===== config.mk =====
export PLATFORM = sky130hd
export DESIGN_NAME = tce_encoder
export DESIGN_NICKNAME = d
export VERILOG_FILES = /design/src/core/tce_axil_slave.v /design/src/core/tce_code_map.v /design/src/core/tce_encoder.v
export VERILOG_INCLUDE_DIRS = /design/src /design/src/core
export SDC_FILE = /design/constraint.sdc
export NUM_CORES = 1
export LEC_CHECK = 0
export BUFFER_PORTS_ARGS = -buffer_cell sky130_fd_sc_hd__buf_2
export CORE_AREA = 2 2 216 218
export CTS_BUF_LIST = sky130_fd_sc_hd__clkbuf_2 sky130_fd_sc_hd__clkbuf_4 sky130_fd_sc_hd__clkbuf_8
export DETAILED_ROUTE_END_ITERATION = 6
export DIE_AREA = 0 0 218 220
export GPL_TIMING_DRIVEN = 0
export PLACE_DENSITY = 0.56
export SLEW_MARGIN = 20
export SYNTH_ARGS = -nofsm -noshare
export SYNTH_HDL_FRONTEND = slang
export SYNTH_HIERARCHICAL = 1
export SYNTH_SLANG_ARGS = --single-unit

===== constraint.sdc =====
create_clock -name aclk -period 2.45 [get_ports aclk]
set_clock_uncertainty 0.05 [all_clocks]
set_input_delay 0.49 -clock aclk [delete_from_list [all_inputs] [get_ports aclk]]
set_output_delay 0.49 -clock aclk [all_outputs]
set_load 0.01 [all_outputs]

===== src/core/tce_defines.vh =====
/*
 Constants for the trace completion encoder: register offsets, field
 positions, completion codes and reset values.
 Assumes inclusion by bare name from the core files.
*/
`ifndef TCE_DEFINES_VH
`define TCE_DEFINES_VH
// Overview of operation
// - Extended stall codes are produced only while the extension enable bit 28 of the active trace control word is one.
// - With the extension on, the completion field is four bits wide, one wider than standard.
// - An idle cycle caused by a load or store cache miss carries code 1000.
// - An idle cycle caused by a branch or return mispredict carries code 1001.
// - An idle cycle caused by an instruction replay carries code 1010.
// - A graduation stall on backpressure carries code 1011.
// - Codes 1100 to 1111 are never produced.
// - Code 0000 is produced when nothing completed, by stall or by a killed instruction.
// - A sequential load completion carries 0010 and a sequential store 0011.
// - Code 0100 marks a periodic PC sync and is never put on an unpredictable branch, load or store.
// - Codes 0101, 0110 and 0111 mark an unpredictable branch that is plain, a load or a store.
// - The expanded format two word has the code in bits 5 to 2 and marker 10 in bits 1 to 0.
// - On request, format two carries the fetch miss flag at bit 7 and the call tag at bit 6.
// - The expanded format three word is 28 bits for a 16-bit payload and 44 bits for 32.
// - Format three holds payload from bit 12, kind flag 11, last beat 10, class 9..7, code 6..3, zeros 2..0.
// - Format three carries the optional bits only on request and reports their presence.

// Register byte offsets
`define TCE_REG_SW_CTRL 32'h0000_0000
`define TCE_REG_PROBE_CTRL 32'h0000_0004
`define TCE_REG_SEL 32'h0000_0008
`define TCE_REG_STATUS 32'h0000_000C
`define TCE_REG_LAST_LO 32'h0000_0010
`define TCE_REG_LAST_HI 32'h0000_0014
`define TCE_REG_COUNT 32'h0000_0018
// Field positions
`define TCE_EXT_BIT 28
`define TCE_WIDE_SEL_BIT 23
`define TCE_OPT_BIT 0
`define TCE_SEL_PROBE_BIT 0
// Reset values
`define TCE_CTRL_RST 32'h0000_0000
`define TCE_SEL_RST 1'b0
// Completion codes
`define TCE_NO_COMPLETION 4'h0
`define TCE_SEQ_COMPLETION 4'h1
`define TCE_LOAD_COMPLETED 4'h2
`define TCE_STORE_COMPLETED 4'h3
`define TCE_PC_SYNC_MARKER 4'h4
`define TCE_BRANCHED_COMPLETION 4'h5
`define TCE_BRANCHED_LOAD 4'h6
`define TCE_BRANCHED_STORE 4'h7
`define TCE_STALL_MEM_MISS 4'h8
`define TCE_STALL_MISPREDICT 4'h9
`define TCE_STALL_REPLAY 4'hA
`define TCE_STALL_BACKPRESSURE 4'hB
// Format markers and widths
`define TCE_F2_MARKER 2'b10
`define TCE_F3_NARROW_W 28
`define TCE_F3_WIDE_W 44
// Stall cause indices
`define TCE_CAUSE_MISS 0
`define TCE_CAUSE_MISPRED 1
`define TCE_CAUSE_REPLAY 2
`define TCE_CAUSE_BACKP 3
`endif


===== src/core/tce_axil_slave.v =====
/*
 AXI4-Lite slave front end: captures one write (address and data in
 either order) and one read, and presents them as single-cycle strobes.
 Assumes the register file answers reads combinationally from its
 registers in the same cycle as the read strobe.
*/
`timescale 1ns/1ps
`default_nettype none
module tce_axil_slave (
	input wire aclk,
	input wire aresetn,
	input wire ce,
	input wire [7:0] s_awaddr,
	input wire s_awvalid,
	output reg s_awready,
	input wire [31:0] s_wdata,
	input wire [3:0] s_wstrb,
	input wire s_wvalid,
	output reg s_wready,
	output reg [1:0] s_bresp,
	output reg s_bvalid,
	input wire s_bready,
	input wire [7:0] s_araddr,
	input wire s_arvalid,
	output reg s_arready,
	output reg [31:0] s_rdata,
	output reg [1:0] s_rresp,
	output reg s_rvalid,
	input wire s_rready,
	output reg wr_stb,
	output reg [7:0] wr_addr,
	output reg [31:0] wr_data,
	output reg [3:0] wr_strb,
	output wire [7:0] rd_addr,
	output wire rd_stb,
	input wire [31:0] rd_data,
	input wire rd_ok,
	input wire wr_ok
);
	reg have_aw;
	reg have_w;
	reg [7:0] ar_hold;
	reg ar_pend;

	// Read strobe fires one cycle after the address is taken
	assign rd_addr = ar_hold;
	assign rd_stb = ar_pend;

	// Write channel: hold address and data until both arrived
	always @(posedge aclk) begin
		if (!aresetn) begin
			s_awready <= 1'b1;
			s_wready <= 1'b1;
			have_aw <= 1'b0;
			have_w <= 1'b0;
			s_bvalid <= 1'b0;
			s_bresp <= 2'b00;
			wr_stb <= 1'b0;
			wr_addr <= 8'h00;
			wr_data <= 32'h0000_0000;
			wr_strb <= 4'h0;
		end else if (ce) begin
			wr_stb <= 1'b0;
			if (s_awvalid && s_awready) begin
				wr_addr <= s_awaddr;
				have_aw <= 1'b1;
				s_awready <= 1'b0;
			end
			if (s_wvalid && s_wready) begin
				wr_data <= s_wdata;
				wr_strb <= s_wstrb;
				have_w <= 1'b1;
				s_wready <= 1'b0;
			end
			if (have_aw && have_w && !s_bvalid && !wr_stb) begin
				wr_stb <= 1'b1;
			end
			// Response one cycle after the strobe, so wr_ok reflects the address
			if (wr_stb) begin
				s_bvalid <= 1'b1;
				s_bresp <= wr_ok ? 2'b00 : 2'b10;
			end
			if (s_bvalid && s_bready) begin
				s_bvalid <= 1'b0;
				have_aw <= 1'b0;
				have_w <= 1'b0;
				s_awready <= 1'b1;
				s_wready <= 1'b1;
			end
		end
	end

	// Read channel
	always @(posedge aclk) begin
		if (!aresetn) begin
			s_arready <= 1'b1;
			ar_hold <= 8'h00;
			ar_pend <= 1'b0;
			s_rvalid <= 1'b0;
			s_rdata <= 32'h0000_0000;
			s_rresp <= 2'b00;
		end else if (ce) begin
			ar_pend <= 1'b0;
			if (s_arvalid && s_arready) begin
				ar_hold <= s_araddr;
				ar_pend <= 1'b1;
				s_arready <= 1'b0;
			end
			if (ar_pend) begin
				s_rvalid <= 1'b1;
				s_rdata <= rd_ok ? rd_data : 32'h0000_0000;
				s_rresp <= rd_ok ? 2'b00 : 2'b10;
			end
			if (s_rvalid && s_rready) begin
				s_rvalid <= 1'b0;
				s_arready <= 1'b1;
			end
		end
	end
endmodule
`default_nettype wire


===== src/core/tce_code_map.v =====
/*
 Completion code selector: turns one cycle's graduation event into a
 completion code. Registered output, one cycle of latency.
 Assumes the pipeline raises at most the event flags that describe
 one graduation slot per cycle.
*/
`timescale 1ns/1ps
`default_nettype none
`include "tce_defines.vh"
module tce_code_map (
	input wire aclk,
	input wire aresetn,
	input wire ce,
	input wire ext_en,
	input wire grad_valid,
	input wire grad_load,
	input wire grad_store,
	input wire grad_branch,
	input wire grad_unpredictable,
	input wire grad_sync,
	input wire [3:0] stall_cause,
	output reg [3:0] code
);
	reg [3:0] next_code;

	// Priority: completions first, then stall causes in fixed order
	always @* begin
		next_code = `TCE_NO_COMPLETION;
		if (grad_valid) begin
			if (grad_branch && grad_unpredictable) begin
				if (grad_load) begin
					next_code = `TCE_BRANCHED_LOAD;
				end else if (grad_store) begin
					next_code = `TCE_BRANCHED_STORE;
				end else begin
					next_code = `TCE_BRANCHED_COMPLETION;
				end
			end else if (grad_load) begin
				next_code = `TCE_LOAD_COMPLETED;
			end else if (grad_store) begin
				next_code = `TCE_STORE_COMPLETED;
			end else if (grad_sync) begin
				// Sync waits for a plain instruction
				next_code = `TCE_PC_SYNC_MARKER;
			end else begin
				next_code = `TCE_SEQ_COMPLETION;
			end
		end else if (ext_en) begin
			// Stall codes only under the extension
			if (stall_cause[`TCE_CAUSE_MISS]) begin
				next_code = `TCE_STALL_MEM_MISS;
			end else if (stall_cause[`TCE_CAUSE_MISPRED]) begin
				next_code = `TCE_STALL_MISPREDICT;
			end else if (stall_cause[`TCE_CAUSE_REPLAY]) begin
				next_code = `TCE_STALL_REPLAY;
			end else if (stall_cause[`TCE_CAUSE_BACKP]) begin
				next_code = `TCE_STALL_BACKPRESSURE;
			end
		end
	end

	// No path above yields 1100..1111
	always @(posedge aclk) begin
		if (!aresetn) begin
			code <= `TCE_NO_COMPLETION;
		end else if (ce) begin
			code <= next_code;
		end
	end
endmodule
`default_nettype wire


===== src/core/tce_encoder.v =====
/*
 Trace completion encoder top: AXI4-Lite control registers, completion
 code mapping and assembly of format two and format three words.
 Assumes the pipeline presents graduation events and data beats
 synchronous to aclk, and that the trace collector samples the word
 outputs whenever their valid flag is high (no back-pressure).
*/
`timescale 1ns/1ps
`default_nettype none
`include "tce_defines.vh"
module tce_encoder #(
	parameter PAYLOAD_MAX_W = 32
) (
	input wire aclk,
	input wire aresetn,
	input wire ce,
	input wire [7:0] s_awaddr,
	input wire s_awvalid,
	output wire s_awready,
	input wire [31:0] s_wdata,
	input wire [3:0] s_wstrb,
	input wire s_wvalid,
	output wire s_wready,
	output wire [1:0] s_bresp,
	output wire s_bvalid,
	input wire s_bready,
	input wire [7:0] s_araddr,
	input wire s_arvalid,
	output wire s_arready,
	output wire [31:0] s_rdata,
	output wire [1:0] s_rresp,
	output wire s_rvalid,
	input wire s_rready,
	input wire grad_valid,
	input wire grad_load,
	input wire grad_store,
	input wire grad_branch,
	input wire grad_unpredictable,
	input wire grad_sync,
	input wire [3:0] stall_cause,
	input wire fetch_miss_flag,
	input wire call_tag,
	input wire beat_valid,
	input wire [PAYLOAD_MAX_W-1:0] beat_payload,
	input wire value_kind_flag,
	input wire last_beat_flag,
	input wire [2:0] packet_class,
	output reg format_two_valid,
	output reg [7:0] format_two_word,
	output reg [3:0] format_two_len,
	output reg format_three_valid,
	output reg [47:0] format_three_word,
	output reg [5:0] format_three_len,
	output reg opt_bits_present
);
	// Control registers
	reg [31:0] sw_trace_control;
	reg [31:0] probe_trace_control;
	reg probe_owns;
	reg [31:0] word_count;

	wire wr_stb;
	wire [7:0] wr_addr;
	wire [31:0] wr_data;
	wire [3:0] wr_strb;
	wire [7:0] rd_addr;
	wire rd_stb;
	reg [31:0] rd_data;
	reg rd_ok;
	reg wr_ok;

	// Active control word picked by which side owns trace
	wire [31:0] active_ctrl = probe_owns ? probe_trace_control : sw_trace_control;
	wire ext_en = active_ctrl[`TCE_EXT_BIT];
	wire wide_payload_sel = probe_trace_control[`TCE_WIDE_SEL_BIT];
	wire opt_en = active_ctrl[`TCE_OPT_BIT];

	// Pipeline delay registers to align with the registered code
	reg d_fetch_miss;
	reg d_call_tag;
	reg d_beat_valid;
	reg [PAYLOAD_MAX_W-1:0] d_payload;
	reg d_kind;
	reg d_last;
	reg [2:0] d_class;
	reg d_ext;
	reg d_opt;
	reg d_wide;
	wire [3:0] completion_code;

	// Merge a written word into a register under byte strobes
	function [31:0] tce_merge;
		input [31:0] old;
		input [31:0] val;
		input [3:0] strb;
		integer i;
		begin
			tce_merge = old;
			for (i = 0; i < 4; i = i + 1) begin
				if (strb[i]) begin
					tce_merge[i*8 +: 8] = val[i*8 +: 8];
				end
			end
		end
	endfunction

	// Known-address check shared by reads and writes
	function tce_mapped;
		input [7:0] a;
		begin
			tce_mapped = (a == `TCE_REG_SW_CTRL) ||
				(a == `TCE_REG_PROBE_CTRL) ||
				(a == `TCE_REG_SEL) ||
				(a == `TCE_REG_STATUS) ||
				(a == `TCE_REG_LAST_LO) ||
				(a == `TCE_REG_LAST_HI) ||
				(a == `TCE_REG_COUNT);
		end
	endfunction

	tce_axil_slave u_bus (
		.aclk(aclk),
		.aresetn(aresetn),
		.ce(ce),
		.s_awaddr(s_awaddr),
		.s_awvalid(s_awvalid),
		.s_awready(s_awready),
		.s_wdata(s_wdata),
		.s_wstrb(s_wstrb),
		.s_wvalid(s_wvalid),
		.s_wready(s_wready),
		.s_bresp(s_bresp),
		.s_bvalid(s_bvalid),
		.s_bready(s_bready),
		.s_araddr(s_araddr),
		.s_arvalid(s_arvalid),
		.s_arready(s_arready),
		.s_rdata(s_rdata),
		.s_rresp(s_rresp),
		.s_rvalid(s_rvalid),
		.s_rready(s_rready),
		.wr_stb(wr_stb),
		.wr_addr(wr_addr),
		.wr_data(wr_data),
		.wr_strb(wr_strb),
		.rd_addr(rd_addr),
		.rd_stb(rd_stb),
		.rd_data(rd_data),
		.rd_ok(rd_ok),
		.wr_ok(wr_ok)
	);

	tce_code_map u_map (
		.aclk(aclk),
		.aresetn(aresetn),
		.ce(ce),
		.ext_en(ext_en),
		.grad_valid(grad_valid),
		.grad_load(grad_load),
		.grad_store(grad_store),
		.grad_branch(grad_branch),
		.grad_unpredictable(grad_unpredictable),
		.grad_sync(grad_sync),
		.stall_cause(stall_cause),
		.code(completion_code)
	);

	// Register writes; read-only registers ignore writes but answer OKAY
	always @(posedge aclk) begin
		if (!aresetn) begin
			sw_trace_control <= `TCE_CTRL_RST;
			probe_trace_control <= `TCE_CTRL_RST;
			probe_owns <= `TCE_SEL_RST;
		end else if (ce && wr_stb) begin
			if (wr_addr == `TCE_REG_SW_CTRL) begin
				sw_trace_control <= tce_merge(sw_trace_control, wr_data, wr_strb);
			end
			if (wr_addr == `TCE_REG_PROBE_CTRL) begin
				probe_trace_control <= tce_merge(probe_trace_control, wr_data, wr_strb);
			end
			if (wr_addr == `TCE_REG_SEL && wr_strb[0]) begin
				probe_owns <= wr_data[`TCE_SEL_PROBE_BIT];
			end
		end
	end

	// Read mux; unmapped addresses give SLVERR and zero data
	always @* begin
		rd_ok = tce_mapped(rd_addr);
		wr_ok = tce_mapped(wr_addr);
		case (rd_addr)
			`TCE_REG_SW_CTRL: rd_data = sw_trace_control;
			`TCE_REG_PROBE_CTRL: rd_data = probe_trace_control;
			`TCE_REG_SEL: rd_data = {31'h0000_0000, probe_owns};
			`TCE_REG_STATUS: rd_data = {24'h00_0000, completion_code,
				1'b0, opt_en, wide_payload_sel, ext_en};
			`TCE_REG_LAST_LO: rd_data = format_three_word[31:0];
			`TCE_REG_LAST_HI: rd_data = {16'h0000, format_three_word[47:32]};
			`TCE_REG_COUNT: rd_data = word_count;
			default: rd_data = 32'h0000_0000;
		endcase
	end

	// Align side information with the code register's one-cycle latency
	always @(posedge aclk) begin
		if (!aresetn) begin
			d_fetch_miss <= 1'b0;
			d_call_tag <= 1'b0;
			d_beat_valid <= 1'b0;
			d_payload <= {PAYLOAD_MAX_W{1'b0}};
			d_kind <= 1'b0;
			d_last <= 1'b0;
			d_class <= 3'h0;
			d_ext <= 1'b0;
			d_opt <= 1'b0;
			d_wide <= 1'b0;
		end else if (ce) begin
			d_fetch_miss <= fetch_miss_flag;
			d_call_tag <= call_tag;
			d_beat_valid <= beat_valid;
			d_payload <= beat_payload;
			d_kind <= value_kind_flag;
			d_last <= last_beat_flag;
			d_class <= packet_class;
			d_ext <= ext_en;
			d_opt <= opt_en;
			d_wide <= wide_payload_sel;
		end
	end

	// Format two: one word every cycle; standard form drops the top code bit
	always @(posedge aclk) begin
		if (!aresetn) begin
			format_two_valid <= 1'b0;
			format_two_word <= 8'h00;
			format_two_len <= 4'h0;
		end else if (ce) begin
			format_two_valid <= 1'b1;
			if (d_ext) begin
				// Code in 5..2, marker in 1..0
				format_two_word <= {d_opt & d_fetch_miss,
					d_opt & d_call_tag,
					completion_code,
					`TCE_F2_MARKER};
				if (d_opt) begin
					format_two_len <= 4'h8;
				end else begin
					format_two_len <= 4'h6;
				end
			end else begin
				// Three-bit code, optional bits shift down one place
				format_two_word <= {1'b0,
					d_opt & d_fetch_miss,
					d_opt & d_call_tag,
					completion_code[2:0],
					`TCE_F2_MARKER};
				if (d_opt) begin
					format_two_len <= 4'h7;
				end else begin
					format_two_len <= 4'h5;
				end
			end
		end
	end

	// Format three: one word per data beat; unused high bits are zero
	always @(posedge aclk) begin
		if (!aresetn) begin
			format_three_valid <= 1'b0;
			format_three_word <= 48'h0000_0000_0000;
			format_three_len <= 6'h00;
			opt_bits_present <= 1'b0;
			word_count <= 32'h0000_0000;
		end else if (ce) begin
			format_three_valid <= d_beat_valid;
			opt_bits_present <= d_opt;
			if (d_beat_valid) begin
				word_count <= word_count + 32'h0000_0001;
				if (d_ext && d_wide) begin
					// 44 bits, payload 43..12
					format_three_word <= {2'b00,
						d_opt & d_fetch_miss,
						d_opt & d_call_tag,
						d_payload[31:0],
						d_kind,
						d_last,
						d_class,
						completion_code,
						3'b000};
					if (d_opt) begin
						format_three_len <= 6'd46;
					end else begin
						format_three_len <= 6'd44;
					end
				end else if (d_ext) begin
					// 28 bits, payload 27..12
					format_three_word <= {18'h0_0000,
						d_opt & d_fetch_miss,
						d_opt & d_call_tag,
						d_payload[15:0],
						d_kind,
						d_last,
						d_class,
						completion_code,
						3'b000};
					if (d_opt) begin
						format_three_len <= 6'd30;
					end else begin
						format_three_len <= 6'd28;
					end
				end else if (d_wide) begin
					// Standard form, three-bit code
					format_three_word <= {3'b000,
						d_opt & d_fetch_miss,
						d_opt & d_call_tag,
						d_payload[31:0],
						d_kind,
						d_last,
						d_class,
						completion_code[2:0],
						3'b000};
					if (d_opt) begin
						format_three_len <= 6'd45;
					end else begin
						format_three_len <= 6'd43;
					end
				end else begin
					format_three_word <= {19'h0_0000,
						d_opt & d_fetch_miss,
						d_opt & d_call_tag,
						d_payload[15:0],
						d_kind,
						d_last,
						d_class,
						completion_code[2:0],
						3'b000};
					if (d_opt) begin
						format_three_len <= 6'd29;
					end else begin
						format_three_len <= 6'd27;
					end
				end
			end
		end
	end
endmodule
`default_nettype wire


==> results.json <==
{
  "p_sw_share_pct": 25.21,
  "drt_iter0_drc": 1047,
  "drive_gt1_share_pct": 25.35,
  "nNetsFinal": 1870,
  "avgSynthCellArea_um2": 9.130,
  "ir_drop_mv": 0.4230,
  "post-synth-top-area-cell": "dfxtp_1",
  "relSlewSlack_pct": 38.13,
  "fin_crit_sh_pct": 97.37,
  "switchingPower_mw": 2.771,
  "cp-start-kind": "flop",
  "ys_ff_latch": 301,
  "core-area_mm2": 0.04586,
  "row_count": 79,
  "max_cap_viol_count": 0,
  "drtAntennaViolNets": 0,
  "routed_wirelength_um": 47130,
  "boundaryPins": 220,
  "synth_ff_type": "dfxtp_1",
  "synthMuxAreaShare_pct": 16.89,
  "powerDensity_mw_per_mm2": 659.3,
  "cts_tree": "yes",
  "yosys.area_share.simple_pct": 17.59,
  "die_area_mm2": 0.04796,
  "crit_type": "flop to flop",
  "cp.arrival_ps": 2860,
  "synth_top_family_by_area": "simple AND/OR/NAND/NOR gates",
  "max_freq_mhz": 419.2,
  "firstDrtPassIters": 5,
  "grt_max_degree": 14,
  "fin_cells": 2403,
  "synthAdderAreaFrac_pct": 0.3689,
  "cp_max_fo": 10,
  "cp-end-kind": "flop",
  "yosys_warnings": 6,
  "synth_compound_area_share_pct": 14.70,
  "ys_seq_area_share_pct": 44.42,
  "pwr-share-clk_pct": 44.7,
  "holdBufCountCts": 0,
  "h-tree-depth": 2,
  "utilization_pct": 36.35,
  "grt_pass1_wl_um": 68970,
  "cts-buffers-inserted": 51,
  "cts_buffer_depth": 3,
  "ys_types": 63,
  "dp_hpwl_um": 36690,
  "grt_antenna_before_repair": 0,
  "dp_cells": 2310,
  "synth_area_mm2": 0.01357,
  "dieHeight_um": 220,
  "areaGrowthSynthToFinish_pct": 22.89,
  "nFillCells": 4821,
  "portBuffers": 211,
  "synthTopCellsByArea": "dfxtp_1 (44%), mux2i_1 (16%), nand2_1 (7.0%)",
  "synth_xor_area_share_pct": 0.6456,
  "cellLeakagePower_nw": 6.408,
  "clkTransAtPathRegs_ps": 60,
  "gp_congestion": 0.9623,
  "vias_per_cell": 5.064,
  "clkLatencyLatePin_ps": 620,
  "route.detailed.wl_per_inst_um": 19.61,
  "worst_pin_slew_ps": 928.1,
  "power_frac_comb_pct": 8.6,
  "hp-class": "input port to flop",
  "syn_inst": 1486,
  "grt_pass1_vias": 11611,
  "start_util_pct": 29.58,
  "drc": 0,
  "synth-async-reset-ratio_pct": 0,
  "yosysTopAreaCellShare_pct": 44.42,
  "vias": 12168,
  "synth_edf_count": 0,
  "intPower_mw": 8.221,
  "p_seq_share_pct": 46.7,
  "cts_root_buf": "clkbuf_8",
  "cts_sinks": 301,
  "final-hold-violation-count": 0,
  "crit_required_ps": 2920,
  "dieWidth_um": 218,
  "track_usage_pct": 18.99,
  "totalPowerFinal_mw": 10.99,
  "status": "completed",
  "finalSetupViolCount": 0,
  "grt.overflow.total": 0,
  "holdWs_ps": 56.33,
  "fin_setup_tns_ps": 0,
  "drv_slew": 0,
  "layout_min_cycle_time_ps": 2385,
  "synth.most_common_cell": "dfxtp_1",
  "synth_common_cells": "dfxtp_1 (301), nand2_1 (252), mux2i_1 (212)"
}
[cell families after synthesis]
family          Yosys count
flops                   301
compound gates          284
fa+ha+maj                 4
simple gates            519
other cells               2
mux                     227
buf+inv                 139
xor+xnor                 10
[per-stage QoR]
stage          setup slack (ps)  cell area, um^2
3_5_place_dp             -837.5            15400
5_1_grt                  -16.12            16670
4_1_cts                  0.8462            16610
3_3_place_gp             -789.7            15400
2_1_floorplan             356.9            13590
6_report                  64.54            16670
[final cells by class]
class	instances	area (um^2)	share of cell area, %
Antenna cell	1	2.502	0.01501
Buffer	125	706.9	4.240
Multi-Input combinational cell	1052	6929	41.56
Timing Repair Buffer	214	1079	6.469
Clock inverter	4	51.30	0.3077
Tap cell	607	759.5	4.555
Clock buffer	88	1074	6.439
Inverter	11	41.29	0.2477
Sequential cell	301	6030	36.17
[state kept, by name (all words and copies together), names as in the netlist, 3 cells and up]
name	count
format_two_word	7
word_count	32
u_bus/wr_addr	8
u_bus/wr_strb	4
d_payload	32
format_three_len	6
probe_trace_control	32
u_bus/rd_addr	8
format_three_word	43
d_class	3
u_bus/s_rdata	32
sw_trace_control	32
u_bus/wr_data	32
u_map/code	4
format_two_len	4
[power by group through the flow]
stage	clock network, mW	registers, mW	logic, mW
finish	4.91	5.13	0.948
floorplan	0	5.20	0.566
detailed placement	0	5.23	0.914
CTS	5.02	5.13	0.935
global placement	0	5.23	0.896
global route	5.24	5.14	1.03
[repair_timing]
item	in CTS	in global routing
hold endpoints to repair	0	0
resized for setup	22	27
pin swaps	1	1
setup endpoints to repair	43	103
setup buffers	2	1
cloned	0	0
[worst paths after layout]
check | slack (ps) | depth (start not counted) | to | from
hold / removal | 60 | 3 | d_payload[24] | beat_payload[24]
setup reg to reg | 60 | 8 | u_bus/s_rdata[11] | u_bus/rd_addr[1]
setup / recovery | 60 | 8 | u_bus/s_rdata[11] | u_bus/rd_addr[1]
hold reg to reg | 410 | 2 | u_bus/wr_data[10] | u_bus/wr_data[10]
[per-layer routing]
metal / up-vias / GRT usage (%) / wire [um]
li1: 5813 / - / -
met1: 5818 / 24.27 / 20360
met2: 407 / 30.60 / 21220
met3: 130 / 4.141 / 3258
met4: 0 / 8.594 / 2290
met5: - / 0 / 0
[cell usage in the layout (no fill, tap or decap), drive strengths merged, types with 12 or more instances in the layout]
cell     netlist  final
nand3         20     20
nand2        252    252
inv           11     12
dfxtp        301    301
o31ai         14     14
mux2          15     15
a21bo         36     36
a2bb2oi       14     14
mux2i        212    212
buf           67    278
a211oi        24     24
clkbuf        61    148
a21oi         78     78
or4           14     14
nand4         45     45
a22oi         50     50
o21ai         28     28
nor2         122    122
[critical path, cell delays in order (launching register included)]
cell	delay (ps)
dfxtp_1	390
nor2_1	370
and3_1	250
clkbuf_4	220
buf_4	220
a22oi_1	100
o22ai_2	310
nand4_1	200
a21oi_1	170
(Power assumes the default switching activity.)
